$ cat src/shared/adc_io_pkg.sv
package adc_io_pkg;
  localparam logic [0:5] OPCODE_IO_XFER = 6'h38;
  localparam logic [0:5] DEVICE_CODE    = 6'h0B;
  localparam logic [0:1] SUB_CONVERT    = 2'h0;
  localparam logic [0:1] SUB_READ_DATA  = 2'h0;
  localparam logic [0:1] SUB_READ_STATE = 2'h2;
  localparam logic [0:1] SUB_CLEAR      = 2'h3;
  localparam logic [0:1] SUB_SKIP_DONE  = 2'h0;
  localparam logic [0:1] SUB_SKIP_COUNT = 2'h2;
  localparam logic [0:1] SUB_SKIP_SIGN  = 2'h1;
  localparam int INSTR_OP_LO    = 0;
  localparam int INSTR_DEV_LO   = 6;
  localparam int INSTR_SUB_LO   = 12;
  localparam int INSTR_WRITE    = 15;
  localparam int INSTR_READ     = 16;
  localparam int INSTR_TEST     = 17;
  localparam int WORD_W         = 18;
  localparam int GAIN_LO        = 0;
  localparam int CTRL_LO        = 6;
  localparam int CTRL_W         = 5;
  localparam int CHAN_LO        = 11;
  localparam int CHAN_W         = 7;
  localparam int MUX_INPUT_W    = 5;
  localparam int CTRL_EXT_SYNC  = 4;
  localparam int REPORT_WCO_BIT = 4;
  localparam int REPORT_MSO_BIT = 5;
  localparam int RESULT_W       = 12;
  localparam int SIGN_FILL_W    = 6;
  localparam logic [0:17] SETUP_RESET = 18'h00000;
  localparam logic [0:17] WORD_ZERO   = 18'h00000;
  localparam int SETTLE_TIME_NS = 4500;
  localparam int CLK_PERIOD_NS  = 4;
  localparam int SETTLE_CYCLES  = (SETTLE_TIME_NS + CLK_PERIOD_NS - 1) / CLK_PERIOD_NS;
  typedef enum logic [3:0] {
    SEQ_IDLE   = 4'h1,
    SEQ_SETTLE = 4'h2,
    SEQ_SYNC   = 4'h4,
    SEQ_CONV   = 4'h8
  } seq_state_e;
endpackage

$ cat src/shared/adc_ctl_if.sv
`timescale 1ns/1ns
interface adc_ctl_if;
  logic cmdStart;
  logic cmdReadResult;
  logic cmdReadState;
  logic cmdClear;
  logic testDone;
  logic testCount;
  logic testSign;
  logic extSync;
  logic convertFire;
  logic doneEvent;
  logic busy;
  modport decoder (output cmdStart, cmdReadResult, cmdReadState, cmdClear,
                   output testDone, testCount, testSign);
  modport sequencer (input cmdStart, extSync, output convertFire, doneEvent, busy);
  modport core (input cmdStart, cmdReadResult, cmdReadState, cmdClear,
                input testDone, testCount, testSign, convertFire, doneEvent, busy,
                output extSync);
endinterface

$ cat src/rtl/iot_command_decoder.sv
`timescale 1ns/1ns
module iot_command_decoder (
  input  wire logic [0:17]    ioInstr,
  input  wire logic           pulseWriteIn,
  input  wire logic           pulseReadOut,
  input  wire logic           pulseFlagTest,
  adc_ctl_if.decoder          ctl
);
  // bit 14 is the processor's own accumulator clear and is left undecoded
  logic       devMatch;
  logic [0:1] sub;
  logic       writeHit;
  logic       readHit;
  logic       testHit;

  function automatic logic subIs(input logic [0:1] s, input logic [0:1] code);
    return s == code;
  endfunction

  assign devMatch = (ioInstr[adc_io_pkg::INSTR_OP_LO +: 6] == adc_io_pkg::OPCODE_IO_XFER) &&
                    (ioInstr[adc_io_pkg::INSTR_DEV_LO +: 6] == adc_io_pkg::DEVICE_CODE);
  assign sub      = ioInstr[adc_io_pkg::INSTR_SUB_LO +: 2];
  assign writeHit = devMatch && pulseWriteIn && ioInstr[adc_io_pkg::INSTR_WRITE];
  assign readHit  = devMatch && pulseReadOut && ioInstr[adc_io_pkg::INSTR_READ];
  assign testHit  = devMatch && pulseFlagTest && ioInstr[adc_io_pkg::INSTR_TEST];

  assign ctl.cmdStart      = writeHit && subIs(sub, adc_io_pkg::SUB_CONVERT);
  assign ctl.cmdReadResult = readHit && subIs(sub, adc_io_pkg::SUB_READ_DATA);
  assign ctl.cmdReadState  = readHit && subIs(sub, adc_io_pkg::SUB_READ_STATE);
  assign ctl.cmdClear      = readHit && subIs(sub, adc_io_pkg::SUB_CLEAR);
  assign ctl.testDone      = testHit && subIs(sub, adc_io_pkg::SUB_SKIP_DONE);
  assign ctl.testCount     = testHit && subIs(sub, adc_io_pkg::SUB_SKIP_COUNT);
  assign ctl.testSign      = testHit && subIs(sub, adc_io_pkg::SUB_SKIP_SIGN);
endmodule

$ cat src/rtl/conversion_sequencer.sv
`timescale 1ns/1ns
module conversion_sequencer #(
  parameter int SETTLE_CYCLES = adc_io_pkg::SETTLE_CYCLES
) (
  input  wire logic core_clk,
  input  wire logic reset,
  input  wire logic extSyncPulse,
  input  wire logic converterDone,
  adc_ctl_if.sequencer ctl
);
  localparam int CNT_W = $clog2(SETTLE_CYCLES + 1);
  localparam logic [CNT_W-1:0] CNT_LAST = CNT_W'(SETTLE_CYCLES - 1);

  adc_io_pkg::seq_state_e state_r;
  adc_io_pkg::seq_state_e state_nxt;
  logic [CNT_W-1:0]       settleCnt_r;
  logic                   settleEnd;

  assign settleEnd       = (state_r == adc_io_pkg::SEQ_SETTLE) && (settleCnt_r == CNT_LAST);
  assign ctl.convertFire = settleEnd || ((state_r == adc_io_pkg::SEQ_SYNC) && extSyncPulse);
  assign ctl.doneEvent   = (state_r == adc_io_pkg::SEQ_CONV) && converterDone && !ctl.cmdStart;
  assign ctl.busy        = state_r != adc_io_pkg::SEQ_IDLE;

  // a new convert restarts the timing from scratch, even mid-conversion
  always_comb begin
    state_nxt = state_r;
    case (state_r)
      adc_io_pkg::SEQ_IDLE:   state_nxt = state_r;
      adc_io_pkg::SEQ_SETTLE: if (settleEnd) state_nxt = adc_io_pkg::SEQ_CONV;
      adc_io_pkg::SEQ_SYNC:   if (extSyncPulse) state_nxt = adc_io_pkg::SEQ_CONV;
      adc_io_pkg::SEQ_CONV:   if (converterDone) state_nxt = adc_io_pkg::SEQ_IDLE;
      default:                state_nxt = adc_io_pkg::SEQ_IDLE;
    endcase
    if (ctl.cmdStart) begin
      state_nxt = ctl.extSync ? adc_io_pkg::SEQ_SYNC : adc_io_pkg::SEQ_SETTLE;
    end
  end

  always_ff @(posedge core_clk) begin
    if (reset) begin
      state_r     <= adc_io_pkg::SEQ_IDLE;
      settleCnt_r <= '0;
    end else begin
      state_r     <= state_nxt;
      settleCnt_r <= (state_nxt == adc_io_pkg::SEQ_SETTLE && !ctl.cmdStart) ?
                     settleCnt_r + CNT_W'(1) : '0;
    end
  end
endmodule

$ cat src/rtl/adc_host_io_command_port.sv
`timescale 1ns/1ns
module adc_host_io_command_port #(
  parameter int SETTLE_CYCLES = adc_io_pkg::SETTLE_CYCLES
) (
  input  wire logic         core_clk,
  input  wire logic         reset,
  input  wire logic [0:17]  ioInstr,
  input  wire logic         pulseWriteIn,
  input  wire logic         pulseReadOut,
  input  wire logic         pulseFlagTest,
  input  wire logic [0:17]  busDataIn,
  output logic      [0:17]  busDataOut,
  output logic              busDataOeN,
  output logic              skipRequest,
  input  wire logic         wordCountOverflow,
  input  wire logic         channelBreakEvent,
  input  wire logic         addMemStrobe,
  input  wire logic [0:17]  addMemOld,
  input  wire logic [0:17]  addMemSum,
  input  wire logic         extSyncPulse,
  input  wire logic         converterDone,
  input  wire logic [0:11]  converterResult,
  output logic              converterStart,
  output logic              gainSelectHigh,
  output logic              gainSelectLow,
  output logic      [3:0]   gainFactor,
  output logic              muxSelectHigh,
  output logic              muxSelectLow,
  output logic      [0:4]   muxInput,
  output logic      [0:4]   controlBits,
  output logic              doneFlag,
  output logic              countOverflowFlag,
  output logic              sumSignFlag,
  output logic              channelBreakRequestFlag
);
  adc_ctl_if ctl ();

  logic [0:17] setup_r;
  logic [0:11] result_r;
  logic [0:17] busData_r;
  logic        busOeN_r;
  logic        done_r;
  logic        wco_r;
  logic        mso_r;
  logic        chanBreak_r;
  logic        start_r;

  logic [0:17] resultWord;
  logic [0:17] reportWord;
  logic [0:6]  chanAddr;
  logic [0:1]  gainCode;
  logic        signChange;
  logic        doneClear;
  logic        skipDone;
  logic        skipCount;
  logic        skipSign;

  function automatic logic [3:0] gainOf(input logic [0:1] code);
    logic [3:0] g;
    g = 4'h0;
    case (code)
      2'h0:    g = 4'h1;
      2'h1:    g = 4'h2;
      2'h2:    g = 4'h4;
      2'h3:    g = 4'h8;
      default: g = 4'h1;
    endcase
    return g;
  endfunction

  function automatic logic [0:17] signFill(input logic [0:11] r);
    return {{adc_io_pkg::SIGN_FILL_W{r[0]}}, r};
  endfunction

  iot_command_decoder u_decoder (
    .ioInstr       (ioInstr),
    .pulseWriteIn  (pulseWriteIn),
    .pulseReadOut  (pulseReadOut),
    .pulseFlagTest (pulseFlagTest),
    .ctl           (ctl.decoder)
  );

  conversion_sequencer #(
    .SETTLE_CYCLES (SETTLE_CYCLES)
  ) u_sequencer (
    .core_clk      (core_clk),
    .reset         (reset),
    .extSyncPulse  (extSyncPulse),
    .converterDone (converterDone),
    .ctl           (ctl.sequencer)
  );

  // setup word fields; bits 2-5 of the setup word go nowhere
  assign gainCode       = setup_r[adc_io_pkg::GAIN_LO +: 2];
  assign chanAddr       = setup_r[adc_io_pkg::CHAN_LO +: adc_io_pkg::CHAN_W];
  assign gainSelectHigh = gainCode[0];
  assign gainSelectLow  = gainCode[1];
  assign gainFactor     = gainOf(gainCode);
  assign muxSelectHigh  = chanAddr[0];
  assign muxSelectLow   = chanAddr[1];
  assign muxInput       = chanAddr[2 +: adc_io_pkg::MUX_INPUT_W];
  assign controlBits    = setup_r[adc_io_pkg::CTRL_LO +: adc_io_pkg::CTRL_W];
  assign ctl.extSync    = busDataIn[adc_io_pkg::CTRL_LO + adc_io_pkg::CTRL_EXT_SYNC];

  // the sync choice is read straight off the bus, since the setup register only
  // updates on the same edge the sequencer commits its path
  assign converterStart = ctl.convertFire;

  assign resultWord = signFill(result_r);
  always_comb begin
    reportWord = adc_io_pkg::WORD_ZERO;
    reportWord[adc_io_pkg::REPORT_WCO_BIT] = wco_r;
    reportWord[adc_io_pkg::REPORT_MSO_BIT] = mso_r;
    reportWord[adc_io_pkg::CHAN_LO +: adc_io_pkg::CHAN_W] = chanAddr;
  end

  assign signChange = addMemStrobe && (addMemOld[0] != addMemSum[0]);
  assign doneClear  = ctl.cmdStart || ctl.cmdReadResult || ctl.cmdClear;

  assign skipDone    = ctl.testDone && done_r;
  assign skipCount   = ctl.testCount && wco_r;
  assign skipSign    = ctl.testSign && mso_r;
  assign skipRequest = skipDone || skipCount || skipSign;

  assign busDataOut              = busData_r;
  assign busDataOeN              = busOeN_r;
  assign doneFlag                = done_r;
  assign countOverflowFlag       = wco_r;
  assign sumSignFlag             = mso_r;
  assign channelBreakRequestFlag = chanBreak_r;

  always_ff @(posedge core_clk) begin
    if (reset) begin
      setup_r <= adc_io_pkg::SETUP_RESET;
    end else if (ctl.cmdStart) begin
      setup_r <= busDataIn;
    end
  end

  always_ff @(posedge core_clk) begin
    if (reset) begin
      result_r <= '0;
    end else if (ctl.doneEvent) begin
      result_r <= converterResult;
    end
  end

  // hardware set wins over a clear in the same cycle, except a convert command, which blocks the done set
  always_ff @(posedge core_clk) begin
    if (reset) begin
      done_r <= 1'b0;
      wco_r  <= 1'b0;
      mso_r  <= 1'b0;
      chanBreak_r <= 1'b0;
    end else begin
      done_r <= ctl.doneEvent || (done_r && !doneClear);
      wco_r  <= wordCountOverflow || (wco_r && !ctl.cmdClear);
      mso_r  <= signChange || (mso_r && !ctl.cmdClear);
      chanBreak_r <= channelBreakEvent || (chanBreak_r && !ctl.cmdClear);
    end
  end

  // one word on the bus for the cycle after the read pulse
  always_ff @(posedge core_clk) begin
    if (reset) begin
      busData_r <= adc_io_pkg::WORD_ZERO;
      busOeN_r  <= 1'b1;
    end else begin
      busOeN_r  <= !(ctl.cmdReadResult || ctl.cmdReadState);
      busData_r <= ctl.cmdReadResult ? resultWord :
                   ctl.cmdReadState  ? reportWord :
                   adc_io_pkg::WORD_ZERO;
    end
  end

  always_ff @(posedge core_clk) begin
    if (reset) begin
      start_r <= 1'b0;
    end else begin
      start_r <= ctl.cmdStart;
    end
  end
endmodule

$ cat config.mk
export PLATFORM = sky130hd
export DESIGN_NAME = adc_host_io_command_port
export DESIGN_NICKNAME = d
export VERILOG_FILES = /design/src/shared/adc_io_pkg.sv /design/src/shared/adc_ctl_if.sv /design/src/rtl/iot_command_decoder.sv /design/src/rtl/conversion_sequencer.sv /design/src/rtl/adc_host_io_command_port.sv
export SDC_FILE = /design/constraint.sdc
export NUM_CORES = 1
export LEC_CHECK = 0
export BUFFER_PORTS_ARGS = -buffer_cell sky130_fd_sc_hd__buf_4
export CORE_AREA = 2 2 80 82
export CTS_CLUSTER_SIZE = 16
export DETAILED_ROUTE_END_ITERATION = 6
export DIE_AREA = 0 0 82 84
export PLACE_DENSITY = 0.78
export SETUP_SLACK_MARGIN = 0.5
export SLEW_MARGIN = 10
export SYNTH_ARGS = -nofsm -noshare
export SYNTH_HDL_FRONTEND = slang
export SYNTH_SLANG_ARGS = --single-unit
$ cat constraint.sdc
create_clock -name core_clk -period 3.4 [get_ports core_clk]
set_clock_uncertainty 0.15 [all_clocks]
set_input_delay 0.17 -clock core_clk [delete_from_list [all_inputs] [get_ports core_clk]]
set_output_delay 0.17 -clock core_clk [all_outputs]
set_load 0.005 [all_outputs]
# [Word level (Yosys, flattened, before mapping)]
# Cells that the tools add are included.
[classes] magnitude_cmp=0 div_mod_pow=0 n_reduce_logical=44 n_eq_ne=15 bitwise_logic=1 addsub=1 muxes=9 mul=0 shifts=0
[ops] cell="case mux 4 bit (4 select lines)" n=2
[ops] cell="logical AND 1 bit" n=27
[ops] cell="2-to-1 mux 18 bit" n=1
[ops] cell="2-to-1 mux 4 bit" n=4
[ops] cell="2-to-1 mux 14 bit" n=1
[ops] cell="adder 11 x 1 -> 11 bit, second input constant" n=1
[ops] cell="equality test 11 bit, second input constant" n=1
[ops] cell="logical OR 1 bit" n=10
[ops] cell="equality test 2 bit, second input constant" n=4
[ops] cell="equality test 4 x 2 -> 1 bit, second input constant" n=2
[ops] cell="equality test 6 x 4 -> 1 bit, second input constant" n=1
[ops] cell="equality test 6 bit, second input constant" n=1
[ops] cell="equality test 2 x 1 -> 1 bit, second input constant" n=2
[ops] cell="equality test 4 x 1 -> 1 bit, second input constant" n=1
[ops] cell="equality test 4 x 3 -> 1 bit, second input constant" n=1
[ops] cell="equality test 4 bit, second input constant" n=1
[ops] cell="logical NOT 1 bit" n=4
[ops] cell="logical NOT 2 bit" n=2
[ops] cell="2-to-1 mux 3 bit" n=1
[ops] cell="OR reduction 2 bit" n=1
[ops] cell="!= test 1 bit" n=1
[ops] cell="inverter 1 bit" n=1
[word_totals] ramBits=0 reg_bits=68 romBits=0 word_cells=80 latch_bits=0 inputBits=94 n_memories=0

# [Depth between registers and ports, before layout]
[logic_depth] depth_word=10 depth_mapped=7 ltp_nobuf=5

# [Modules after synthesis]
# A second synthesis with hierarchy kept.
[unflattened] cells_unflattened=279 hier_area_um2=2653.8
[by_module_without_submodules] module="adc_host_io_command_port" cells_each=165 area_each_um2=1652.8 seq_area_each_um2=900.9 instances=1
[by_module_without_submodules] module="conversion_sequencer" cells_each=95 area_each_um2=852.1 seq_area_each_um2=300.3 instances=1
[by_module_without_submodules] module="iot_command_decoder" cells_each=19 area_each_um2=148.9 seq_area_each_um2=0.0 instances=1

# [Worst setup path after synthesis]
# OpenSTA, ideal clock, no wires.
[synth_timing] path_type="register to register" from="register u_sequencer.settleCnt_r[3]" to="register u_sequencer.state_r[1]" path_buffers=1 slack_ns=1.612 synth_period_minus_slack_ns=1.788 t_arrival_ns=1.510 path_stages_with_launch=6 path_cell_list="dfxtp_1 -> or4b_1 -> nor4b_1 -> or4b_4 -> buf_6 -> o31ai_1"
[synth_between] elab_chain_len=5
[synth_rtl] item="from (decl)" line="conversion_sequencer.sv:16" text="logic [CNT_W-1:0] settleCnt_r;"
[synth_rtl] item="from (signal assigned)" line="conversion_sequencer.sv:45" text="settleCnt_r <= (state_nxt == adc_io_pkg::SEQ_SETTLE && !ctl.cmdStart) ?"
[synth_rtl] item="equality test 11 bit" line="conversion_sequencer.sv:19" text="assign settleEnd = (state_r == adc_io_pkg::SEQ_SETTLE) && (settleCnt_r == CNT_LAST);"
[synth_rtl] item="logical AND 1 bit" line="conversion_sequencer.sv:19"
[synth_rtl] item="2-to-1 mux 4 bit" line="conversion_sequencer.sv:29" text="adc_io_pkg::SEQ_SETTLE: if (settleEnd) state_nxt = adc_io_pkg::SEQ_CONV;"
[synth_rtl] item="case mux 4 bit (4 select lines)" line="conversion_sequencer.sv:27" text="case (state_r)"
[synth_rtl] item="2-to-1 mux 4 bit" line="conversion_sequencer.sv:34" text="if (ctl.cmdStart) begin"
[synth_rtl] item="to (signal assigned)" line="conversion_sequencer.sv:41" text="state_r <= adc_io_pkg::SEQ_IDLE;"
[synth_rtl] item="to (signal assigned)" line="conversion_sequencer.sv:44" text="state_r <= state_nxt;"
[synth_rtl] item="to (decl)" line="conversion_sequencer.sv:14" text="adc_io_pkg::seq_state_e state_r;"
# Every way passes these cells.
# A chain may end at the register's enable or synchronous reset.

# [Final worst setup path]
[layout_timing] from="register u_sequencer.settleCnt_r[4]" to="output port converterStart"
[layout_between] elab_chain_len=3
[layout_rtl] item="equality test 11 bit" line="conversion_sequencer.sv:19"
[layout_rtl] item="logical AND 1 bit" line="conversion_sequencer.sv:19"
[layout_rtl] item="logical OR 1 bit" line="conversion_sequencer.sv:20" text="assign ctl.convertFire = settleEnd || ((state_r == adc_io_pkg::SEQ_SYNC) && extSyncPulse);"
[layout_rtl] item="to (decl)" line="adc_host_io_command_port.sv:23" text="output logic converterStart,"
# Every way passes these cells.

==> results by stage <==
Clock tree:
- In this run the clock root is driven by a clkbuf_8.
- TritonCTS built the clock tree.
- The post-CTS clock slew at the launch and capture registers of the worst setup and hold paths is 70 ps.
- In this run the number of H-tree levels came out at 3.
- Counting the buffers created by CTS gives 9.
- Clock tree synthesis found a total of 60 sinks.
- The post-cts resize count is 0.
- The maximum buffer depth of the clock tree is 2.
- The worst-skew pair later-pin latency is 330 ps.

Logic synthesis:
- The number of enable-type register cells in the synthesized netlist is 0.
- The library cell with the largest summed area after synthesis is dfxtp_1.
- The synthesized area divided by synthesized cell count is 9.35 um^2.
- Synthesis produced a netlist with a net count of 376.
- In this run, distinct cell masters in the synthesized netlist total 43.
- Sorting the synthesized cells by area gives the leading types as dfxtp_1, mux2i_1, nand2b_1.
- The portion of the post-synthesis area used by sequential elements is 45.9%.
- The netlist area before placement is 2620 um^2.
- The share of async-settable or async-resettable flops after synthesis is 0%.
- After technology mapping, the gate count stands at 280.
- The top cell type by area accounts for 45.9% of the synthesized area.
- In the synthesized netlist the dominant register cell turns out to be dfxtp_1.
- The synthesized design contains 60 register bits.
- The Yosys step of the flow raised 0 warnings.

Run status:
- The run finished with clean final reports.

Floorplan:
- The width of the die is 82 um.
- The die extent in y is 84 um.
- The number of top-level pins is 137.
- The initial core utilization is 42.9%.
- The floorplan step defined a die boundary enclosing 6890 um^2.
- The area of the core region is 6100 um^2.
- The count of standard-cell rows is 29.

Routing:
- The detailed-route wire length is 6.60 mm.
- The post-detailed-route DRC marker count is 0.
- The detailed-route vias per instance is 4.93.
- For this block, the initial DRC count from the detailed router was 61.
- Dividing the detail-routed wire length by the instance count gives 13.7 um.
- The total via count after detailed routing is 2366.
- The first-pass iteration count of the detailed router is 4.
- The remaining number of nets flagged by the antenna check after routing is 0.

Cells and area:
- The post-synthesis to final-layout area growth is 46.7%.
- The repair_antennas step left the layout with diodes totalling 0.
- After the last flow step, the layout net total stands at 494.
- Of the cells placed in the final design, the portion with a size suffix greater than 1 is 29.8%.
- Leaving out filler cells and counting taps, the final layout contains 480.

Placement:
- Port buffering added 97 buffers.
- After detailed placement, the design holds a cell count of 434.
- The half-perimeter wire length after detailed placement is 4.18 mm.
- The worst setup slack after placement is 1240 ps.
- The global placer's final weighted congestion is 0.807.

GRT:
- Entering global routing, the biggest net connects 52 pins.
- The number of antenna violations at the first check in global routing was 0.
- Summed over all layers, the global routing overflow is 0.
- The global-route wire length before repair is 10.6 mm.
- The number of global-route vias before repair was 2381.
- Across every metal layer, demand over resource in global routing totals 19.9%.

Pwr:
- Across the VDD grid, the largest voltage drop is 0.353 mV.
- Dividing total power by cell area gives a power density of 402 nW/um^2.
- The standby leakage power is 1.57 nW.
- The total design power is 1.55 mW.

Job:
- The max capacitance violation total is 0.

Setup path:
- The element type at the critical path start is a flip-flop.
- The worst path arrival time is 1980 ps.
- STA classifies the critical path endpoint as a primary output.
- The worst setup path is of the reg -> out kind.
- Of all nets on the critical path, the largest fanout is 6.
- Data on the critical path is required at its endpoint by 3080 ps.

Timing:
- Setup violations remaining at the end of the flow were counted as 0.
- The final critical delay including setup and external delays is 2300 ps.
- For this run, the top clock speed supported by timing is 434 MHz.
- The worst slew margin relative to its limit is 48.9%.
- The number of hold-slack violations in the final timing report is 0.
- The worst setup slack after layout is 1100 ps.
- The actual slew at the worst max-slew pin is 764 ps.
- Setup repair after global routing left no endpoint under its margin.
- Summed over all failing endpoints, the final setup total negative slack is 0 ps.
- The period utilization is 67.7%.
- The number of slew-limit violations in the final report is 0.

Hold path:
- The type of the worst min-delay path is in -> reg.
-- cells by family (layout without fill, tap and decap cells) --
family,Yosys count,count (layout),synth area share [%]
and+or+nand+nor,127,127,28.4
DFF,60,60,45.9
AOI/OAI and AO/OA,33,33,7.46
buffers and inverters,26,149,5.59
muxes,20,20,7.65
xor gates and xnor gates,12,12,4.02
adders and majority gates,2,2,0.956
-- cell usage after synthesis (2+ instances only) --
cell type and number:
mux2i_1 20, nor3_1 3, o21bai_1 2, inv_1 6
nand3_1 5, xnor2_1 2, nand2b_1 28, a31oi_1 2
nor3b_1 4, nor2_1 23, nand3b_1 2, buf_4 4
o22ai_1 2, and4_1 4, buf_2 3, clkbuf_1 8
a21oi_1 17, nor4b_4 2, o21ai_0 4, nand4_1 4
nand2_1 35, ha_1 2, buf_6 4, xor2_1 10
dfxtp_1 60, nor2b_1 4, nor4b_1 4
-- power breakdown --
group	switching [mW]	internal (mW)
sequential	0.00333	0.706
combinational	0.0417	0.0830
clock	0.296	0.416
total	0.341	1.20
-- cell usage in the layout, fill, tap and decap left out, drive strengths merged, types with 5 or more instances in the layout --
cell / count
buf: 97
dfxtp: 60
nand2: 35
dlygate4sd3: 30
nand2b: 28
nor2: 23
mux2i: 20
a21oi: 18
xor2: 10
clkbuf: 9
inv: 7
nand3: 6
nor4b: 6
and4: 5
-- critical path, stage by stage (launching register included) --
cell and delay, ps:
dfxtp_1 370, or4b_1 520, nor4b_1 410, a22o_1 230, buf_4 120
-- flip-flops by register name, indices dropped and copies added (netlist names), 4 cells and up --
register and flops:
busDataOut 14, setup_r 14, result_r 12, u_sequencer.settleCnt_r 11, u_sequencer.state_r 4
-- area by class of cell --
class | count | area [um^2]
clock buffers | 9 | 124
fillers | 515 | 2250
well taps | 77 | 96.3
repair buffers | 127 | 1030
multi-input cells | 194 | 1270
clock inverters | 7 | 98.8
inverters | 6 | 22.5
flip-flops and latches | 60 | 1200
-- path summary, 6_finish.rpt --
check | startpoint | endpoint | slack [ps] | cells after the start
worst max-delay path | u_sequencer.settleCnt_r[4]$_SDFF_PP0_ | converterStart | 1100 | 4
worst min-delay path | converterDone | doneFlag$_SDFF_PP0_ | 10 | 3
worst max register to register | u_sequencer.state_r[3]$_SDFF_PP0_ | result_r[1]$_SDFFE_PP0P_ | 1210 | 3
worst min register to register | setup_r[8]$_SDFFE_PP0P_ | setup_r[8]$_SDFFE_PP0P_ | 310 | 2
-- repair_timing --
item,in CTS,in global routing
hold buffers,30,0
buffers inserted,0,0
hold endpoints to repair,31,0
-- per-stage QoR --
step | area (um^2) | util [%] | hold WS (ps)
2_1_floorplan | 2620 | - | 123
3_3_place_gp | 3320 | 54.4 | 224
3_5_place_dp | 3320 | 54.4 | 235
4_1_cts | 3840 | 63.0 | 1.31
5_1_grt | 3840 | 63.0 | 24.3
6_report | 3840 | 63.0 | 13.2
-- layer usage --
metal  global-route usage [%]  up-vias  share of wire, %
li1                         -     1187                 -
met1                     22.1     1095                42
met2                     35.3       71                51
met3                     4.33       13               4.9
met4                     8.64        0               1.8
met5                        0        -                 0
(Power assumes the default switching activity.)
